### src/logic/flag_ctrl_regs.svh
// timing and field constants for the host-side flag controller
// assumes a 25 MHz system clock driving one port of the shared-flag device
`ifndef FLAG_CTRL_REGS_SVH
`define FLAG_CTRL_REGS_SVH
`define CLK_PERIOD_NS 40
`define SETUP_TIME_NS 80
`define PULSE_TIME_NS 80
`define GAP_TIME_NS 40
`define SETUP_CYCLES ((`SETUP_TIME_NS + `CLK_PERIOD_NS - 1) / `CLK_PERIOD_NS)
`define PULSE_CYCLES ((`PULSE_TIME_NS + `CLK_PERIOD_NS - 1) / `CLK_PERIOD_NS)
`define GAP_CYCLES ((`GAP_TIME_NS + `CLK_PERIOD_NS - 1) / `CLK_PERIOD_NS)
`define CNT_W 4
`define DATA_W 16
`define IDX_W 3
`define FLAG_COUNT 8
`define CNT_ZERO 4'h0
`define DATA_ZERO 16'h0000
`define DATA_ONES 16'hffff
`define IDX_ZERO 3'h0
`define IDX_LAST 3'h7
`define OP_W 2
`define OP_RELEASE 2'h0
`define OP_CLAIM 2'h1
`define OP_POLL 2'h2
`define OP_INIT 2'h3
`define DATA_BIT0 0
`endif

### src/logic/flag_ctrl_pkg.sv
// types for the host-side flag controller
// assumes flag_ctrl_regs.svh is included before use of the constants
package flag_ctrl_pkg;
    typedef enum logic [6:0] {
        st_idle = 7'b000_0001,
        st_wsetup = 7'b000_0010,
        st_wpulse = 7'b000_0100,
        st_gap = 7'b000_1000,
        st_rsetup = 7'b001_0000,
        st_rhold = 7'b010_0000,
        st_done = 7'b100_0000
    } ctrl_state_t;
endpackage

### src/logic/cycle_timer.sv
// down-counting phase timer for the access sequencer
// assumes load and count requests come from logic on clk_sys
`timescale 1ns/1ns
`default_nettype none
`include "flag_ctrl_regs.svh"
module cycle_timer (
    // clock and reset
    input wire logic clk_sys,
    input wire logic sys_rst,
    // control
    input wire logic load,
    input wire logic [`CNT_W-1:0] load_val,
    // status
    output logic expired
);
    logic [`CNT_W-1:0] count_ff;

    // ----------------------------------------
    // count down toward zero after each load
    // ----------------------------------------
    always_ff @(posedge clk_sys or posedge sys_rst) begin
        if (sys_rst) begin
            count_ff <= `CNT_ZERO;
        end else if (load) begin
            count_ff <= load_val;
        end else if (count_ff != `CNT_ZERO) begin
            count_ff <= count_ff - 1'b1;
        end
    end

    assign expired = (count_ff == `CNT_ZERO);
endmodule
`default_nettype wire

### src/logic/flag_port_host.sv
// host controller for one port of a dual-port shared-flag device
// assumes the device is asynchronous and its data pins return to this clock domain
// Behaviour
// RULE_01: eight flags in separate select space
// RULE_02: write zero requests, write one releases
// RULE_03: flag select low, then static-ram style access
// RULE_04: only three low address lines pick flag
// RULE_05: only data bit zero is written
// RULE_06: free flag taken reads zero here
// RULE_07: owner writing one frees the flag
// RULE_08: loser request waits in its latch
// RULE_09: read value replicated on all bits
// RULE_10: read held while select and enable active
// RULE_11: pending request takes token on release
// RULE_12: earlier request wins, ties to one
// RULE_13: write zero first, then read back
// RULE_14: failed request followed by poll or release
// RULE_15: drop enable between polling reads
// RULE_16: write one to all flags at startup
// RULE_17: write bit zero, read all sixteen lines
// RULE_18: fixed priority for exact ties
// RULE_19: flags undefined at power up
`timescale 1ns/1ns
`default_nettype none
`include "flag_ctrl_regs.svh"
module flag_port_host
    import flag_ctrl_pkg::*;
(
    // clock and reset
    input wire logic clk_sys,
    input wire logic sys_rst,
    // user command
    input wire logic cmd_valid,
    input wire logic [`OP_W-1:0] cmd_op,
    input wire logic [`IDX_W-1:0] cmd_index,
    output logic cmd_ready,
    // user result
    output logic rsp_valid,
    output logic rsp_owned,
    output logic rsp_clean,
    // device pins
    output logic flag_space_select_n,
    output logic [`IDX_W-1:0] flag_index_lines,
    output logic output_enable_n,
    output logic write_n,
    input wire logic [`DATA_W-1:0] port_data_lines_in,
    output logic [`DATA_W-1:0] port_data_lines_out,
    output logic port_data_lines_oe
);
    ctrl_state_t state_ff, nxt_state;
    logic [`OP_W-1:0] op_ff;
    logic [`IDX_W-1:0] idx_ff;
    logic wbit_ff;
    logic [`DATA_W-1:0] din_meta_ff, din_sync_ff;
    logic owned_ff, clean_ff, rsp_valid_ff;
    logic tmr_load, tmr_exp;
    logic [`CNT_W-1:0] tmr_val;
    logic sweep_step;

    // a flag is owned when every line reads zero; mixed lines mean a bad bus
    function automatic logic all_zero(input logic [`DATA_W-1:0] d);
        all_zero = (d == `DATA_ZERO);
    endfunction

    function automatic logic all_same(input logic [`DATA_W-1:0] d);
        all_same = (d == `DATA_ZERO) || (d == `DATA_ONES);
    endfunction

    // ----------------------------------------
    // phase timer
    // ----------------------------------------
    cycle_timer u_timer (
        .clk_sys(clk_sys),
        .sys_rst(sys_rst),
        .load(tmr_load),
        .load_val(tmr_val),
        .expired(tmr_exp)
    );

    // ----------------------------------------
    // synchronise the device data lines
    // ----------------------------------------
    always_ff @(posedge clk_sys or posedge sys_rst) begin
        if (sys_rst) begin
            din_meta_ff <= `DATA_ZERO;
            din_sync_ff <= `DATA_ZERO;
        end else begin
            din_meta_ff <= port_data_lines_in;
            din_sync_ff <= din_meta_ff;
        end
    end

    // ----------------------------------------
    // sequencer state
    // ----------------------------------------
    always_comb begin
        nxt_state = state_ff;
        tmr_load = 1'b0;
        tmr_val = `CNT_ZERO;
        case (state_ff)
            st_idle: begin
                if (cmd_valid) begin
                    tmr_load = 1'b1;
                    tmr_val = `CNT_W'(`SETUP_CYCLES);
                    // a poll skips the write; others write first, and only a claim then reads back [RULE_13]
                    nxt_state = (cmd_op == `OP_POLL) ? st_rsetup : st_wsetup;
                end
            end
            st_wsetup: begin
                if (tmr_exp) begin
                    tmr_load = 1'b1;
                    tmr_val = `CNT_W'(`PULSE_CYCLES);
                    nxt_state = st_wpulse;
                end
            end
            st_wpulse: begin
                if (tmr_exp) begin
                    tmr_load = 1'b1;
                    tmr_val = `CNT_W'(`GAP_CYCLES);
                    nxt_state = st_gap;
                end
            end
            st_gap: begin
                if (tmr_exp) begin
                    tmr_load = 1'b1;
                    tmr_val = `CNT_W'(`SETUP_CYCLES);
                    if (op_ff == `OP_CLAIM) begin
                        nxt_state = st_rsetup; // read back after the request [RULE_13]
                    end else if (op_ff == `OP_INIT && idx_ff != `IDX_LAST) begin
                        nxt_state = st_wsetup; // next flag of the startup sweep [RULE_16]
                    end else begin
                        nxt_state = st_done;
                    end
                end
            end
            st_rsetup: begin
                // sync delay covers two more edges before sampling
                if (tmr_exp) begin
                    tmr_load = 1'b1;
                    tmr_val = `CNT_W'(`GAP_CYCLES);
                    nxt_state = st_rhold;
                end
            end
            st_rhold: begin
                // select drops after the read so the next poll re-latches [RULE_15]
                if (tmr_exp) begin
                    nxt_state = st_done;
                end
            end
            st_done: begin
                nxt_state = st_idle;
            end
            default: begin
                nxt_state = st_idle;
            end
        endcase
    end

    always_ff @(posedge clk_sys or posedge sys_rst) begin
        if (sys_rst) begin
            state_ff <= st_idle;
        end else begin
            state_ff <= nxt_state;
        end
    end

    // ----------------------------------------
    // command capture and sweep index
    // ----------------------------------------
    // end of one init flag; the index must step together with the next select
    assign sweep_step = (state_ff == st_gap) && tmr_exp && (op_ff == `OP_INIT);

    always_ff @(posedge clk_sys or posedge sys_rst) begin
        if (sys_rst) begin
            op_ff <= `OP_RELEASE;
            idx_ff <= `IDX_ZERO;
            wbit_ff <= 1'b1;
        end else if (state_ff == st_idle && cmd_valid) begin
            op_ff <= cmd_op;
            // init sweeps from flag zero; no power-up state is trusted [RULE_19]
            idx_ff <= (cmd_op == `OP_INIT) ? `IDX_ZERO : cmd_index;
            wbit_ff <= (cmd_op != `OP_CLAIM); // zero requests, one releases [RULE_02]
        end else if (sweep_step) begin
            idx_ff <= idx_ff + 1'b1;
        end
    end

    // ----------------------------------------
    // device pins
    // ----------------------------------------
    always_ff @(posedge clk_sys or posedge sys_rst) begin
        if (sys_rst) begin
            flag_space_select_n <= 1'b1;
            flag_index_lines <= `IDX_ZERO;
            output_enable_n <= 1'b1;
            write_n <= 1'b1;
            port_data_lines_out <= `DATA_ONES;
            port_data_lines_oe <= 1'b0;
        end else begin
            // select only the flag space [RULE_01] [RULE_03]
            flag_space_select_n <= !(nxt_state == st_wsetup || nxt_state == st_wpulse ||
                nxt_state == st_rsetup);
            // only three index lines leave this controller [RULE_04]
            // index is set with the select edge, so it never moves mid-access
            if (state_ff == st_idle) begin
                flag_index_lines <= (cmd_op == `OP_INIT) ? `IDX_ZERO : cmd_index;
            end else if (sweep_step) begin
                flag_index_lines <= idx_ff + 1'b1;
            end else begin
                flag_index_lines <= idx_ff;
            end
            output_enable_n <= !(nxt_state == st_rsetup);
            write_n <= !(nxt_state == st_wpulse);
            // value rides on bit zero; upper lines mirror it harmlessly [RULE_05] [RULE_17]
            port_data_lines_out <= {`DATA_W{(state_ff == st_idle) ? (cmd_op != `OP_CLAIM) : wbit_ff}};
            port_data_lines_oe <= (nxt_state == st_wsetup || nxt_state == st_wpulse);
        end
    end

    // ----------------------------------------
    // read-back result
    // ----------------------------------------
    always_ff @(posedge clk_sys or posedge sys_rst) begin
        if (sys_rst) begin
            owned_ff <= 1'b0;
            clean_ff <= 1'b0;
        end else if (state_ff == st_rsetup && tmr_exp) begin
            // device holds its latched value while select and enable stay low [RULE_10]
            owned_ff <= all_zero(din_sync_ff); // zero here means token ours [RULE_06] [RULE_09]
            clean_ff <= all_same(din_sync_ff);
        end else if (state_ff == st_idle && cmd_valid && cmd_op != `OP_POLL) begin
            owned_ff <= 1'b0;
            clean_ff <= 1'b1;
        end
    end

    // a lost claim stays pending in the device; user must poll or release [RULE_08] [RULE_14]
    // on release the device may hand over to a waiter [RULE_07] [RULE_11] [RULE_12] [RULE_18]
    always_ff @(posedge clk_sys or posedge sys_rst) begin
        if (sys_rst) begin
            rsp_valid_ff <= 1'b0;
        end else begin
            rsp_valid_ff <= (nxt_state == st_done);
        end
    end

    assign cmd_ready = (state_ff == st_idle);
    assign rsp_valid = rsp_valid_ff;
    assign rsp_owned = owned_ff;
    assign rsp_clean = clean_ff;
endmodule
`default_nettype wire

### config.mk
export PLATFORM = sky130hd
export DESIGN_NAME = flag_port_host
export DESIGN_NICKNAME = d
export VERILOG_FILES = /design/src/logic/flag_ctrl_pkg.sv /design/src/logic/cycle_timer.sv /design/src/logic/flag_port_host.sv
export VERILOG_INCLUDE_DIRS = /design/src /design/src/logic
export SDC_FILE = /design/constraint.sdc
export NUM_CORES = 1
export LEC_CHECK = 0
export BUFFER_PORTS_ARGS = -buffer_cell sky130_fd_sc_hd__buf_2
export CAP_MARGIN = 0
export CORE_UTILIZATION = 54
export CTS_BUF_LIST = sky130_fd_sc_hd__clkbuf_16
export DETAILED_ROUTE_END_ITERATION = 12
export PLACE_DENSITY = 0.86
export SLEW_MARGIN = 20
export SYNTH_ARGS = -nofsm -noshare
export SYNTH_HDL_FRONTEND = slang
export SYNTH_SLANG_ARGS = --single-unit
### constraint.sdc
create_clock -name clk_sys -period 2.29 [get_ports clk_sys]
set_input_delay 0.458 -clock clk_sys [delete_from_list [all_inputs] [get_ports clk_sys]]
set_output_delay 0.458 -clock clk_sys [all_outputs]
set_load 0.005 [all_outputs]
==> flow_summary.json <==
{
  "p_per_area_nw_per_um2": 1270,
  "core.rowCount": 24,
  "hold_violations": 0,
  "synth_top_family_by_area": "simple AND/OR/NAND/NOR gates",
  "gp_congestion": 0.871,
  "yosysTopAreaCell": "dfrtp_1",
  "crit_start": "state_ff[4]$_DFF_PP0_",
  "cts_hold_buf": 0,
  "post-route-period-util": 0.881,
  "first_global_vias": 1685,
  "drtIter0Drc": 121,
  "path_class": "flop to output port",
  "synth-simple-area-share": 0.167,
  "synth.top_cell.area_share": 0.549,
  "wl_um": 4770,
  "clock_path_buffers": 2,
  "path_clk_slew_ns": 0.05,
  "overflow": 0,
  "drv_cap": 0,
  "wl_per_cell_um": 15.9,
  "route.antenna.remaining_nets": 0,
  "fin_nets": 271,
  "crit_arrival_ns": 1.56,
  "synthAdderAreaFrac": 0.0152,
  "skew_ns": 0.00519,
  "num_vias": 1741,
  "start_util": 0.566,
  "dieHeight_um": 69.5,
  "grt_max_degree": 35,
  "synth_seq_cells": 60,
  "coreArea_sq_um": 4350,
  "ir_drop_uv": 891,
  "syn_area_sq_um": 2460,
  "postCtsSetupRepairBufs": 0,
  "io_buffer_count": 50,
  "ios": 51,
  "r2r_start": "u_timer.count_ff[0]$_DFFE_PP0P_",
  "clk_latency_ns": 0.32,
  "viasPerCell": 5.78,
  "rsz0062_at_grt": "no",
  "synth_xor_area_frac": 0.0142,
  "p_leak_uw": 0.00140,
  "synthMuxAreaShare": 0.0381,
  "synthToLayoutAreaGrowth_pct": 19.9,
  "finalSetupViolCount": 0,
  "cts.sinks": 60,
  "syn-num-nets": 226,
  "fin_crit_ns": 2.02,
  "drc": 0,
  "ys_seq_area_frac": 0.613,
  "ys_warn_count": 0,
  "cts_tree": "built",
  "outcome": "finished, final reports clean",
  "required_ns": 1.83,
  "drive_above_1_share": 0.349,
  "die_area_sq_um": 4830,
  "crit_path_start_kind": "flop",
  "grtUsageTotal": 0.217,
  "setup_tns_ns": 0,
  "path_max_fanout": 11,
  "dr.pass1.iters": 4,
  "setup_ws_ns": 0.273,
  "fmax_mhz": 496,
  "cts_resized": 0,
  "place_hpwl_um": 3180,
  "worst_pin_slew_ns": 0.569,
  "cts-buffers-inserted": 9,
  "grt_antenna_before_repair": 0,
  "slew_violations": 0,
  "slew_headroom": 0.620,
  "synthTopCellsByArea": "dfrtp_1 (55%), dfstp_2 (6.4%), buf_4 (4.6%)",
  "synthCells": 199,
  "cts-root-buf": "clkbuf_16",
  "synth_cell_types": 46,
  "synth-compound-area-share": 0.0818,
  "grt_pass1_wl_um": 7890,
  "die_x_um": 69.5,
  "hp-class": "input port to asynchronous set/reset pin",
  "htreeDepth": 3,
  "syn-mean-instance-area_sq_um": 12.4,
  "n_antenna_cell": 0,
  "critPathCaptureType": "output port",
  "pre_cts_ws_ns": 0.361
}
==> registers in the layout, indices dropped and copies added (netlist names) <==
register             cells
din_meta_ff             16
din_sync_ff             16
flag_index_lines         3
flag_space_select_n      1
idx_ff                   3
op_ff                    2
output_enable_n          1
port_data_lines_oe       1
port_data_lines_out      1
rsp_clean                1
rsp_owned                1
rsp_valid                1
state_ff                 7
u_timer.count_ff         4
wbit_ff                  1
write_n                  1
==> power breakdown <==
group / leakage [uW] / total, uW / internal (uW) / switching [uW]
sequential: 0.000713 / 1480 / 1300 / 181
clock: 0.000129 / 1180 / 724 / 460
combinational: 0.000563 / 1080 / 521 / 561
total: 0.00140 / 3740 / 2540 / 1200
==> cells by family (layout without fill, tap and decap cells) <==
group           Yosys count  in the layout
compound gates           30             30
xor+xnor                  4              4
fa+ha+maj                 3              3
buf+inv                  28             78
flops                    60             60
mux                       9              9
simple gates             65             65
==> worst max-delay path: stages (launching register included) <==
cell	delay (ns)
dfrtp_1	0.54
nor4_2	0.38
nand2_1	0.11
inv_1	0.10
buf_2	0.12
==> synth_stat cells, drive strengths merged <==
library cell  count
a211o             1
a21oi            10
a22oi             1
a311o             1
and4              1
and4bb            1
buf              20
clkbuf            2
dfrtp            54
dfstp             6
ha                3
inv               6
mux2              3
mux2i             6
nand2            12
nand2b            3
nand3             2
nand3b            1
nand4            11
nor2             10
nor2b             2
nor3              4
nor3b             5
nor4              5
nor4b             3
nor4bb            1
o211ai            1
o21a              3
o21ai             4
o22a              3
o22ai             1
o2bb2ai           1
o311ai            1
o31a              1
o31ai             1
o41ai             1
or3               2
or3b              1
or4               1
xnor2             1
xor2              3
==> metrics by stage <==
stage | power (uW) | std cells | utilization | hold slack, ns | area (sq um)
2_1_floorplan | 2300 | 199 | - | 0.331 | 2460
3_3_place_gp | 2520 | 285 | 0.616 | 0.333 | 2680
3_5_place_dp | 2560 | 285 | 0.616 | 0.335 | 2680
4_1_cts | 3760 | 301 | 0.678 | 0.205 | 2950
5_1_grt | 3930 | 301 | 0.678 | 0.237 | 2950
6_report | 3740 | 301 | 0.678 | 0.195 | 2950
==> cell type report <==
class / count / area, sq um
inverters: 6 / 22.5
well taps: 52 / 65.1
clock inverters: 7 / 42.5
repair buffers: 56 / 308
fillers: 312 / 1400
flip-flops and latches: 60 / 1510
multi-input cells: 111 / 779
clock buffers: 9 / 225
==> worst paths after layout <==
check	to	depth (start not counted)	slack [ns]
worst max-delay path	cmd_ready	4	0.27
worst min-delay path	din_sync_ff[13]$_DFF_PP0_	2	0.20
worst max register to register	flag_space_select_n$_DFF_PP1_	7	0.38
worst min register to register	din_sync_ff[1]$_DFF_PP0_	0	0.34
max in group asynchronous	write_n$_DFF_PP1_	3	1.45
min in group clk_sys	din_meta_ff[13]$_DFF_PP0_	1	0.24
==> cells in the final DEF (no fill, tap or decap), drive strengths merged, types with 3 or more instances in the layout <==
cell type	instances
nand2b	3
buf	56
dfstp	6
clkinv	4
xor2	3
nor2	10
inv	7
nor3	4
o21ai	4
a21oi	10
o21a	3
nand4	11
nor3b	5
mux2	3
clkbuf	9
ha	3
dfrtp	54
nand2	12
o22a	3
nor4	5
mux2i	6
nor4b	3
==> metal layers <==
metal / routed length, um / vias up / GRT usage / share of wire
li1: - / 792 / - / -
met1: 1940 / 863 / 0.275 / 0.41
met2: 2450 / 74 / 0.344 / 0.51
met3: 269 / 12 / 0.0494 / 0.056
met4: 108 / 0 / 0.127 / 0.023
met5: 0 / - / 0 / 0
Power figures use the tool's default switching activity.
